<file path="src/core/slbsc_pkg.sv">
// Package for the scanner line buffer SRAM controller
package slbsc_pkg;

	// Memory size settings
	typedef enum logic [1:0] {
		SLBSC_MEM_64K = 2'h0,
		SLBSC_MEM_128K = 2'h1,
		SLBSC_MEM_256K = 2'h2
	} slbsc_mem_e;

	// Access schedules
	typedef enum logic [1:0] {
		SLBSC_M8_4 = 2'h0,
		SLBSC_M8_8 = 2'h1,
		SLBSC_M12_4 = 2'h2,
		SLBSC_M12_8 = 2'h3
	} slbsc_mode_e;

	// Access kinds inside one pixel period
	typedef enum logic [2:0] {
		SLBSC_ACC_IDLE = 3'h0,
		SLBSC_ACC_OFS = 3'h1,
		SLBSC_ACC_GAIN = 3'h2,
		SLBSC_ACC_HRD_HI = 3'h3,
		SLBSC_ACC_HRD_LO = 3'h4,
		SLBSC_ACC_WR_HI = 3'h5,
		SLBSC_ACC_WR_LO = 3'h6
	} slbsc_acc_e;

	localparam int SLBSC_AW = 18;
	localparam int SLBSC_PIX_CLKS = 8;
	localparam logic [2:0] SLBSC_PHASE_LAST = 3'h7;
	localparam int SLBSC_SAMPLE_W = 12;
	localparam int SLBSC_HI_W = 4;
	// Coefficient region ends: 16 KB for 300 dpi, 32 KB for 600 dpi
	localparam logic [17:0] SLBSC_COEF_END_300 = 18'h04000;
	localparam logic [17:0] SLBSC_COEF_END_600 = 18'h08000;
	// Top address for each size setting
	localparam logic [17:0] SLBSC_TOP_64K = 18'h0ffff;
	localparam logic [17:0] SLBSC_TOP_128K = 18'h1ffff;
	localparam logic [17:0] SLBSC_TOP_256K = 18'h3ffff;
	localparam int SLBSC_A15 = 15;
	localparam int SLBSC_A16 = 16;
	localparam int SLBSC_A17 = 17;

	// SRAM pin group
	typedef struct packed {
		logic [17:0] addr;
		logic [7:0] dout;
		logic dout_oe;
		logic rd_n;
		logic wr_n;
		logic [1:0] drive;
	} slbsc_sram_s;

	// Coefficient word for one pixel
	typedef struct packed {
		logic [7:0] first;
		logic [7:0] second;
	} slbsc_coef_s;

endpackage

</file>
<file path="src/core/slbsc_ctrl.sv">
// External SRAM controller for coefficients and the circular line buffer
`timescale 1ns/1ps
module slbsc_ctrl (
	// Clock, reset, enable
	input wire logic clk_sys,
	input wire logic rst,
	input wire logic clk_en,
	// Configuration
	input wire slbsc_pkg::slbsc_mem_e mem_size,
	input wire slbsc_pkg::slbsc_mode_e acc_mode,
	input wire logic dpi_600,
	input wire logic [1:0] drive_cfg,
	input wire logic scanning,
	// Coefficient side
	input wire logic [15:0] pix_index,
	output slbsc_pkg::slbsc_coef_s coef,
	output logic coef_valid,
	// Pixel write side
	input wire logic [11:0] pix_data,
	input wire logic pix_valid,
	output logic pix_ready,
	// Host read side
	output logic [7:0] host_data,
	output logic host_valid,
	input wire logic host_ready,
	// Buffer state
	output logic buf_full,
	output logic buf_empty,
	// SRAM pins
	output slbsc_pkg::slbsc_sram_s sram,
	input wire logic [7:0] sram_din
);
	logic [2:0] phase_reg;
	logic [7:0] din_s1_reg;
	logic [7:0] din_s2_reg;
	logic [17:0] wptr_reg;
	logic [17:0] rptr_reg;
	logic [18:0] count_reg;
	logic [11:0] samp_reg;
	logic samp_hi_done_reg;
	logic host_lo_reg;
	logic [7:0] coef_hi_reg;
	slbsc_pkg::slbsc_acc_e acc;
	logic [17:0] base;
	logic [17:0] top;
	logic [18:0] cap;
	logic [17:0] lin_addr;
	logic do_access;
	logic acc_first;
	logic [7:0] wr_byte;

	// Slot table per schedule and phase
	function automatic slbsc_pkg::slbsc_acc_e slot_kind(input slbsc_pkg::slbsc_mode_e m,
			input logic [2:0] ph);
		slbsc_pkg::slbsc_acc_e k;
		k = slbsc_pkg::SLBSC_ACC_IDLE;
		case (m)
			slbsc_pkg::SLBSC_M8_4: begin
				// Two clocks per access
				case (ph[2:1])
					2'h0: k = slbsc_pkg::SLBSC_ACC_OFS;
					2'h1: k = slbsc_pkg::SLBSC_ACC_GAIN;
					2'h2: k = slbsc_pkg::SLBSC_ACC_WR_LO;
					default: k = slbsc_pkg::SLBSC_ACC_HRD_LO;
				endcase
			end
			slbsc_pkg::SLBSC_M8_8: begin
				// One-clock reads, four host slots
				case (ph)
					3'h0: k = slbsc_pkg::SLBSC_ACC_OFS;
					3'h1: k = slbsc_pkg::SLBSC_ACC_GAIN;
					3'h2, 3'h3: k = slbsc_pkg::SLBSC_ACC_WR_LO;
					default: k = slbsc_pkg::SLBSC_ACC_HRD_LO;
				endcase
			end
			slbsc_pkg::SLBSC_M12_4: begin
				// Host slot reused for the second byte write
				case (ph[2:1])
					2'h0: k = slbsc_pkg::SLBSC_ACC_OFS;
					2'h1: k = slbsc_pkg::SLBSC_ACC_GAIN;
					2'h2: k = slbsc_pkg::SLBSC_ACC_WR_HI;
					default: k = slbsc_pkg::SLBSC_ACC_WR_LO;
				endcase
			end
			default: begin
				// Full duplex twelve bit
				case (ph)
					3'h0: k = slbsc_pkg::SLBSC_ACC_OFS;
					3'h1: k = slbsc_pkg::SLBSC_ACC_GAIN;
					3'h2: k = slbsc_pkg::SLBSC_ACC_HRD_HI;
					3'h3: k = slbsc_pkg::SLBSC_ACC_HRD_LO;
					3'h4, 3'h5: k = slbsc_pkg::SLBSC_ACC_WR_HI;
					default: k = slbsc_pkg::SLBSC_ACC_WR_LO;
				endcase
			end
		endcase
		return k;
	endfunction

	// Wrap a pointer at the top of memory back to the buffer base
	function automatic logic [17:0] ptr_inc(input logic [17:0] p, input logic [17:0] t,
			input logic [17:0] b);
		return (p >= t) ? b : p + 18'h00001;
	endfunction

	// Region bounds
	always_comb begin
		base = dpi_600 ? slbsc_pkg::SLBSC_COEF_END_600 : slbsc_pkg::SLBSC_COEF_END_300;
		case (mem_size)
			slbsc_pkg::SLBSC_MEM_64K: top = slbsc_pkg::SLBSC_TOP_64K;
			slbsc_pkg::SLBSC_MEM_128K: top = slbsc_pkg::SLBSC_TOP_128K;
			default: top = slbsc_pkg::SLBSC_TOP_256K;
		endcase
		cap = {1'b0, top} - {1'b0, base} + 19'h00001;
	end

	// Current slot; a two-clock slot is one access spanning both clocks
	always_comb begin
		acc = slot_kind(acc_mode, phase_reg);
	end

	// Pixel period counter, free running
	always_ff @(posedge clk_sys) begin
		if (rst) begin
			phase_reg <= 3'h0;
		end else if (clk_en) begin
			phase_reg <= (phase_reg == slbsc_pkg::SLBSC_PHASE_LAST) ? 3'h0 : phase_reg + 3'h1;
		end
	end

	// Data pins come from outside; two stages before use
	always_ff @(posedge clk_sys) begin
		if (rst) begin
			din_s1_reg <= 8'h00;
			din_s2_reg <= 8'h00;
		end else if (clk_en) begin
			din_s1_reg <= sram_din;
			din_s2_reg <= din_s1_reg;
		end
	end

	// Host reads barred in half duplex, whether scanning or not
	logic host_ok;
	logic wr_slot;
	logic rd_slot;
	always_comb begin
		host_ok = !(acc_mode == slbsc_pkg::SLBSC_M12_4) && !buf_empty && host_ready;
		wr_slot = (acc == slbsc_pkg::SLBSC_ACC_WR_HI) || (acc == slbsc_pkg::SLBSC_ACC_WR_LO);
		rd_slot = (acc == slbsc_pkg::SLBSC_ACC_HRD_HI) || (acc == slbsc_pkg::SLBSC_ACC_HRD_LO);
		// Odd phase continues a two-clock slot; single-clock gain and host reads each start one
		acc_first = !(phase_reg[0] && (wr_slot || acc_mode == slbsc_pkg::SLBSC_M8_4 ||
			acc_mode == slbsc_pkg::SLBSC_M12_4));
		pix_ready = clk_en && acc_first && !buf_full && !samp_hi_done_reg &&
			(acc == slbsc_pkg::SLBSC_ACC_WR_LO || acc == slbsc_pkg::SLBSC_ACC_WR_HI);
		do_access = (acc == slbsc_pkg::SLBSC_ACC_OFS) || (acc == slbsc_pkg::SLBSC_ACC_GAIN) ||
			(wr_slot && !buf_full && (samp_hi_done_reg || pix_valid)) ||
			(rd_slot && host_ok);
	end

	// Byte to write: high byte carries 4 MSBs, low byte 8 LSBs; the eight-bit schedules write the 8 MSBs
	always_comb begin
		if (acc == slbsc_pkg::SLBSC_ACC_WR_HI && !samp_hi_done_reg) begin
			wr_byte = {4'h0, pix_data[slbsc_pkg::SLBSC_SAMPLE_W-1 -: slbsc_pkg::SLBSC_HI_W]};
		end else if (samp_hi_done_reg) begin
			wr_byte = samp_reg[7:0];
		end else if (acc_mode == slbsc_pkg::SLBSC_M8_4 || acc_mode == slbsc_pkg::SLBSC_M8_8) begin
			wr_byte = pix_data[slbsc_pkg::SLBSC_SAMPLE_W-1 -: 8];
		end else begin
			wr_byte = pix_data[7:0];
		end
	end

	// Address for the current slot
	always_comb begin
		case (acc)
			slbsc_pkg::SLBSC_ACC_OFS: lin_addr = {1'b0, pix_index, 1'b0};
			slbsc_pkg::SLBSC_ACC_GAIN: lin_addr = {1'b0, pix_index, 1'b1};
			slbsc_pkg::SLBSC_ACC_WR_HI, slbsc_pkg::SLBSC_ACC_WR_LO: lin_addr = wptr_reg;
			default: lin_addr = rptr_reg;
		endcase
	end

	// Buffer pointers, fill count and the pending low byte
	always_ff @(posedge clk_sys) begin
		if (rst) begin
			wptr_reg <= slbsc_pkg::SLBSC_COEF_END_300;
			rptr_reg <= slbsc_pkg::SLBSC_COEF_END_300;
			count_reg <= 19'h00000;
			samp_reg <= 12'h000;
			samp_hi_done_reg <= 1'b0;
		end else if (clk_en) begin
			if (!scanning && buf_empty) begin
				wptr_reg <= base;
				rptr_reg <= base;
			end else if (acc_first && do_access) begin
				if (wr_slot) begin
					wptr_reg <= ptr_inc(wptr_reg, top, base);
					if (acc == slbsc_pkg::SLBSC_ACC_WR_HI && !samp_hi_done_reg) begin
						samp_reg <= pix_data;
						samp_hi_done_reg <= 1'b1;
					end else begin
						samp_hi_done_reg <= 1'b0;
					end
				end else if (rd_slot) begin
					rptr_reg <= ptr_inc(rptr_reg, top, base);
				end
			end
			if (acc_first && do_access && wr_slot && !(rd_slot)) begin
				count_reg <= count_reg + 19'h00001;
			end else if (acc_first && do_access && rd_slot) begin
				count_reg <= count_reg - 19'h00001;
			end
		end
	end

	// Full when another write would overtake unread data
	always_comb begin
		buf_full = (count_reg >= cap);
		buf_empty = (count_reg == 19'h00000);
	end

	// SRAM pins, registered; strobe only inside its own slot
	always_ff @(posedge clk_sys) begin
		if (rst) begin
			sram <= '{addr: 18'h00000, dout: 8'h00, dout_oe: 1'b0, rd_n: 1'b1, wr_n: 1'b1,
				drive: 2'h0};
		end else if (clk_en) begin
			sram.drive <= drive_cfg;
			sram.addr <= lin_addr;
			case (mem_size)
				slbsc_pkg::SLBSC_MEM_64K:
					sram.addr[slbsc_pkg::SLBSC_A16] <= ~lin_addr[slbsc_pkg::SLBSC_A15];
				slbsc_pkg::SLBSC_MEM_128K:
					sram.addr[slbsc_pkg::SLBSC_A17] <= ~lin_addr[slbsc_pkg::SLBSC_A16];
				default: sram.addr <= lin_addr;
			endcase
			sram.dout <= wr_byte;
			sram.dout_oe <= do_access && wr_slot;
			// One strobe pulse per access, so a held slot never writes twice
			sram.wr_n <= !(acc_first && do_access && wr_slot);
			sram.rd_n <= !(acc_first && do_access && !wr_slot);
		end
	end

	// Capture read data three clocks after the strobe goes low
	slbsc_pkg::slbsc_acc_e acc_d1_reg;
	slbsc_pkg::slbsc_acc_e acc_d2_reg;
	slbsc_pkg::slbsc_acc_e acc_d3_reg;
	always_ff @(posedge clk_sys) begin
		if (rst) begin
			acc_d1_reg <= slbsc_pkg::SLBSC_ACC_IDLE;
			acc_d2_reg <= slbsc_pkg::SLBSC_ACC_IDLE;
			acc_d3_reg <= slbsc_pkg::SLBSC_ACC_IDLE;
			coef_hi_reg <= 8'h00;
			coef <= '0;
			coef_valid <= 1'b0;
			host_data <= 8'h00;
			host_valid <= 1'b0;
		end else if (clk_en) begin
			acc_d1_reg <= (acc_first && do_access && !wr_slot) ? acc : slbsc_pkg::SLBSC_ACC_IDLE;
			acc_d2_reg <= acc_d1_reg;
			acc_d3_reg <= acc_d2_reg;
			coef_valid <= 1'b0;
			host_valid <= 1'b0;
			case (acc_d3_reg)
				slbsc_pkg::SLBSC_ACC_OFS: coef_hi_reg <= din_s2_reg;
				slbsc_pkg::SLBSC_ACC_GAIN: begin
					coef <= '{first: coef_hi_reg, second: din_s2_reg};
					coef_valid <= 1'b1;
				end
				slbsc_pkg::SLBSC_ACC_HRD_HI, slbsc_pkg::SLBSC_ACC_HRD_LO: begin
					host_data <= din_s2_reg;
					host_valid <= 1'b1;
				end
				default: ;
			endcase
		end
	end

endmodule

</file>
<file path="config.mk">
export PLATFORM = sky130hd
export DESIGN_NAME = slbsc_ctrl
export DESIGN_NICKNAME = d
export VERILOG_FILES = /design/src/core/slbsc_pkg.sv /design/src/core/slbsc_ctrl.sv
export SDC_FILE = /design/constraint.sdc
export NUM_CORES = 1
export LEC_CHECK = 0
export ABC_CLOCK_PERIOD_IN_PS = 5700
export BUFFER_PORTS_ARGS = -buffer_cell sky130_fd_sc_hd__buf_2
export CAP_MARGIN = 40
export CORE_MARGIN = 2
export CORE_UTILIZATION = 55
export CTS_BUF_LIST = sky130_fd_sc_hd__clkbuf_4
export CTS_CLUSTER_SIZE = 16
export DETAILED_ROUTE_END_ITERATION = 10
export GPL_TIMING_DRIVEN = 0
export HOLD_SLACK_MARGIN = 0.05
export PLACE_DENSITY = 0.77
export RECOVER_POWER = 100
export SYNTH_ARGS = -nofsm -noshare
export SYNTH_HDL_FRONTEND = slang
export SYNTH_SLANG_ARGS = --single-unit
export TNS_END_PERCENT = 30
</file>
<file path="constraint.sdc">
create_clock -name clk_sys -period 5.7 [get_ports clk_sys]
set_clock_uncertainty 0.15 [all_clocks]
set_input_delay 0.57 -clock clk_sys [delete_from_list [all_inputs] [get_ports clk_sys]]
set_output_delay 0.57 -clock clk_sys [all_outputs]
set_load 0.005 [all_outputs]
</file>
* Word level (Yosys, flattened, before mapping)
Index checks and enable logic that the tools add are counted.
Cells by class: add/sub/neg operators 7, order comparisons 3, eq/ne operators 22, multiplexer cells 29, bitwise operators 3, reductions and logical operators 58
Operator list (number):
- 18-bit 2-to-1 mux | 9
- 18-bit case mux with 3 select lines | 1
- 19-bit by 1-bit adder with 19-bit output, second input constant | 2
- 19-bit 2-to-1 mux | 2
- 18-bit by 1-bit adder with 18-bit output, second input constant | 2
- 18-bit greater-or-equal comparator | 2
- 18-bit case mux with 2 select lines | 1
- 3-bit case mux with 3 select lines | 4
- 8-bit 2-to-1 mux | 3
- 3-bit == test, second input constant | 7
- 19-bit greater-or-equal comparator | 1
- 19-bit zero test | 1
- 18-bit by 16-bit subtractor with 19-bit output | 1
- 19-bit by 1-bit subtractor with 19-bit output, second input constant | 1
- 3-bit by 2-bit == test with 1-bit output, second input constant | 6
- 1-bit logical AND | 18
- 16-bit 2-to-1 mux | 1
- 3-bit case mux with 5 select lines | 1
- 1-bit zero test | 10
- 3-bit by 1-bit == test with 1-bit output, second input constant | 3
- 1-bit logical OR | 9
- 2-bit AND reduction | 4
- 4-bit AND reduction | 2
- 2-bit nonzero test | 4
- other kinds (12) | 27
Storage, ports and cells: flip-flop bits (word level) 157, input bits 49, output and inout port bits 60, word-level logic and storage cells 145

* Longest topological paths before layout
depth in word-level cells 15, gate-level depth with buffers 19, gate-level depth less buffers 17

* Worst setup path after synthesis
Ideal clock, no wire load.
path type register -> register, start point register phase_reg[0], end point register count_reg[18], setup time 0.116 ns, arrival 4.724 ns, data required time 5.434 ns, path slack 0.711 ns, stages on the path, launching flop included 20, path buffers 2, clock period less this slack 4.989 ns, cells stage by stage dfxtp_1 > buf_2 > inv_1 > ha_1 > or2_0 > a221o_1 > a21o_1 > xnor2_1 > clkbuf_1 > nor2b_1 > inv_1 > ha_1 > a21o_1 > or4_1 > o22ai_1 > o31ai_1 > o41ai_1 > xnor2_1 > a21oi_1 > a31o_1
On the way: longest elaborated chain between the ends 15, elaborated cells between the ends (all ways) 37, classes of those cells 11 x eq/ne; 4 x mux; 22 x reduce/logical
Ends and longest elaborated chain:
- from (decl) | RTL line slbsc_ctrl.sv:33 | logic [2:0] phase_reg;
- from (signal assigned) | RTL line slbsc_ctrl.sv:127 | phase_reg <= (phase_reg == slbsc_pkg::SLBSC_PHASE_LAST) ? 3'h0 : phase_reg + 3'h1;
- 3-bit == test or 3-bit by 2-bit == test with 1-bit output (tied branches) | RTL line slbsc_ctrl.sv:87, slbsc_ctrl.sv:69
- 2-bit OR reduction, on equally long branches | RTL line slbsc_ctrl.sv:87, slbsc_ctrl.sv:69
- 3-bit case mux with 5 select lines or 3-bit case mux with 3 select lines (tied branches) | RTL line slbsc_ctrl.sv:87, slbsc_ctrl.sv:69
- 3-bit case mux with 3 select lines | RTL line slbsc_ctrl.sv:57 | case (m)
- 3-bit == test | RTL line slbsc_ctrl.sv:148 | wr_slot = (acc == slbsc_pkg::SLBSC_ACC_WR_HI) || (acc == slbsc_pkg::SLBSC_ACC_WR_LO);
- 1-bit logical OR | RTL line slbsc_ctrl.sv:148
- 1-bit logical OR or 1-bit logical AND (tied branches) (2 in a row) | RTL line slbsc_ctrl.sv:151, slbsc_ctrl.sv:156
- 1-bit logical AND or 1-bit logical OR (tied branches) | RTL line slbsc_ctrl.sv:151, slbsc_ctrl.sv:155
- 1-bit zero test or 1-bit logical OR (tied branches) | RTL line slbsc_ctrl.sv:151, slbsc_ctrl.sv:156
- 1-bit logical AND | RTL line slbsc_ctrl.sv:208, slbsc_ctrl.sv:210
- 1-bit logical AND (2 in a row) | RTL line slbsc_ctrl.sv:208 | if (acc_first && do_access && wr_slot && !(rd_slot)) begin
- 2-bit nonzero test (no source line)
- 2-bit AND reduction (no source line)
- to (signal assigned) | RTL line slbsc_ctrl.sv:209 | count_reg <= count_reg + 19'h00001;
- to (signal assigned) | RTL line slbsc_ctrl.sv:211 | count_reg <= count_reg - 19'h00001;
- to (decl) | RTL line slbsc_ctrl.sv:38 | logic [18:0] count_reg;
Several ways; a longest one is shown, not always the timed one. A chain may end at the register's enable or synchronous reset.

* Worst setup path after layout
Ends and elaborated chain as after synthesis.

==> summary.md <==
| Metric | Value |
|---|---|
| Post-synth net total | `1041` |
| Max-Slew Margin vs Limit | `0.129` |
| Worst Max-Slew Pin Slew | `1310 ps` |
| First-pass GRT wire length | `34800 um` |
| Final Slew Violations | `0` |
| Post-DP HPWL | `15600 um` |
| Core footprint | `14500 um^2` |
| Critical path startpoint category | `flop` |
| Critical-path cell with the highest stage delay | `fa_1` |
| Max-cap violations | `0` |
| Die ar. | `15800 um^2` |
| Switching Fraction | `0.364` |
| Top FF cell, synth | `dfxtp_1` |
| Clock Path Buffers | `2` |
| CP max FO | `10` |
| Vias in the first global route | `7042` |
| Layer with the highest usage | `met2` |
| DRT iter0 DRCs | `581` |
| Drt pass-1 iters | `5` |
| Clock network fraction of total power | `0.243` |
| WS Path Type | `flop to flop` |
| Met1 GRT Util | `0.351` |
| Finished Cell Area | `9270 um^2` |
| Gr usage total | `0.270` |
| Routability Congestion | `0.916` |
| Fin Setup TNS | `0 ps` |
| IO Count | `109` |
| Max rail drop VDD | `0.000212 V` |
| Htree depth | `4` |
| Drt via density | `5.71` |
| Share of cells above drive strength 1 | `0.122` |
| CP Capture Type | `flop` |
| Pwr/cell area | `312 nW/um^2` |
| Cells after DPL | `1248` |
| Port Buf Inserts | `108` |
| Cell Area, Placed | `8930 um^2` |
| Unrepaired setup endpoints after global routing | `false` |
| Cell-internal power | `1.84 mW` |
| Nets | `1181` |
| Sw power | `1.05 mW` |
| Final Critical Period | `5210 ps` |
| Maximum clock frequency | `0.192 GHz` |
| Post-route insts no fill | `1294` |
| Hold Vio Cnt, Final | `0` |
| Gate power share | `0.341` |
| Global routing usage on met3 | `0.0735` |
| Post-synthesis sequential area ratio | `0.385` |
| Required time of the worst setup path | `6050 ps` |
| Largest net degree at the start of global routing | `17` |
| Floorplan die width | `126 um` |
| CTS buffer count | `17` |
| Die height | `126 um` |
| Async SR Flop Fraction | `0` |
| Met2 usage | `0.446` |
| CTS tree | `built` |
| Avg Cell Area, Syn | `8.54 um^2` |
| Static Leak | `3.85 nW` |
| Synth top area cells | `dfxtp_1 39%, mux2i_1 13%, nor2_1 6.7%` |
| Clock sink count | `157` |
| Post-synth EDFFs | `0` |
| Initial antenna violation count | `2` |
| Initial Utilization | `0.561` |
| Worst min-delay path class | `input pin to flop` |
| Remaining antenna violation count | `0` |
| FP Rows | `44` |
| CP cell instances | `buf_2, inv_1, ha_1, or2_0, a221o_1, a21o_1, xnor2_1, clkbuf_2, nor2b_2, clkinvlp_4, buf_4, fa_1, a21oi_1, o211ai_1, o22ai_2, o31ai_1, o41ai_1, xnor2_1, a21oi_1, a31o_1` |
| DRC | `0` |
| Area Growth Syn to Fin | `13.6%` |
| Sequential fraction of design power | `0.416` |
| Final Setup Violations | `0` |
| Top cell type's share of synthesized area | `0.385` |
| Clk_lat worst skew | `600 ps` |
| Clk root buf | `clkbuf_4` |
| Mapped Cells | `955` |
| Synth unique cells | `70` |
| Final core utilization | `0.638` |
| Final Cycle Share | `0.913` |
| Status | `complete, no violations` |
| Max FFs per register | `31` |
| Synth area leader | `dfxtp_1` |
| Syn Std Cell Area | `8160 um^2` |
| Via count | `7383` |
| Post-Route WL | `21100 um` |
| CP arrival | `5550 ps` |
| Wire length per cell | `16.3 um` |
| YS warnings | `0` |
| Worst-path clk slew | `140 ps` |
| Total gr overflow | `0` |
| Synth Register Bits | `157` |
| Critical Path Max Stage Delay | `410 ps` |
## worst max-delay path: cells and delay by family, from the launching register on
family / cells / cell delay, ps
AO/OA/AOI/OAI: 9 / 2050
adder cells (fa/ha/maj): 2 / 650
flip-flops: 1 / 400
buffers and inverters: 5 / 980
AND/OR/NAND/NOR: 2 / 470
XOR/XNOR: 2 / 400
## repair_timing
item,CTS,global route
hold endpoints to repair,8,0
hold buffers,8,0
resized for setup,1,4
endpoints found under the setup margin,1,1
buffers inserted,4,0
## final timing paths
kind	slack, ps	from	cells past startpoint	end
setup / recovery	490	phase_reg[0]$_SDFFE_PP0P_	20	count_reg[18]$_SDFFE_PP0P_
hold reg to reg	310	coef[8]$_SDFFE_PP0P_	2	coef[8]$_SDFFE_PP0P_
setup reg to reg	490	phase_reg[0]$_SDFFE_PP0P_	20	count_reg[18]$_SDFFE_PP0P_
hold / removal	70	sram_din[2]	3	din_s1_reg[2]$_SDFFE_PP0P_
## cell usage after synthesis (9+ instances only)
cell type and number:
or3_1 9, nand3_1 19, o21ai_0 53, nand2_1 97, xnor2_1 18, inv_1 21, xor2_1 9, mux2i_1 108
or4_1 11, clkbuf_1 36, o21ai_1 9, nor2_1 145, nor3_1 18, a211oi_1 15, a21oi_1 59, dfxtp_1 157
ha_1 36
## metrics by stage
| stage | total power, mW | hold slack [ps] | setup slack (ps) |
|---|---|---|---|
| 2_1_floorplan | 1.96 | 281 | 711 |
| 3_3_place_gp | 2.18 | 289 | -58.2 |
| 3_5_place_dp | 2.19 | 295 | -232 |
| 4_1_cts | 2.89 | 50.8 | 171 |
| 5_1_grt | 3.06 | 50.7 | 77.5 |
| 6_report | 2.89 | 72.1 | 493 |
## logic make-up after synthesis
kind of cell / after synthesis / synth area share
and+or+nand+nor: 345 / 0.192
xor gates and xnor gates: 27 / 0.0290
AOI/OAI and AO/OA: 205 / 0.162
adders and majority gates: 38 / 0.0591
buffers and inverters: 72 / 0.0354
DFF: 157 / 0.385
muxes: 111 / 0.137
## metal layers
| metal | vias up | share of wire |
|---|---|---|
| li1 | 3700 | - |
| met1 | 3424 | 0.45 |
| met2 | 230 | 0.46 |
| met3 | 29 | 0.071 |
| met4 | 0 | 0.017 |
| met5 | - | 0 |
## placed cells by master, fill, tap and decap left out, types with 20 or more instances in the layout
| cell type | n |
|---|---|
| inv_1 | 20 |
| nor2_1 | 145 |
| mux2i_1 | 108 |
| a21oi_1 | 59 |
| nand2_1 | 97 |
| buf_2 | 82 |
| dfxtp_1 | 157 |
| clkbuf_1 | 68 |
| o21ai_0 | 61 |
| ha_1 | 36 |
## power by group through the flow
stage	logic (mW)	clock network [mW]	registers [mW]
global route	1.10	0.751	1.21
floorplan	0.745	0	1.21
global placement	0.958	0	1.22
CTS	0.984	0.709	1.20
detailed placement	0.970	0	1.22
finish	0.984	0.702	1.20
## cell type report
class	instances	area, um^2
tap	184	230
antenna	2	5.00
fill	1328	5270
inverter	24	93.8
clock inverter	14	156
clock buffer	18	135
timing repair buffer	121	619
buffer	48	195
sequential	157	3140
multi-input combinational	726	4690
Power figures use the tool's default switching activity.
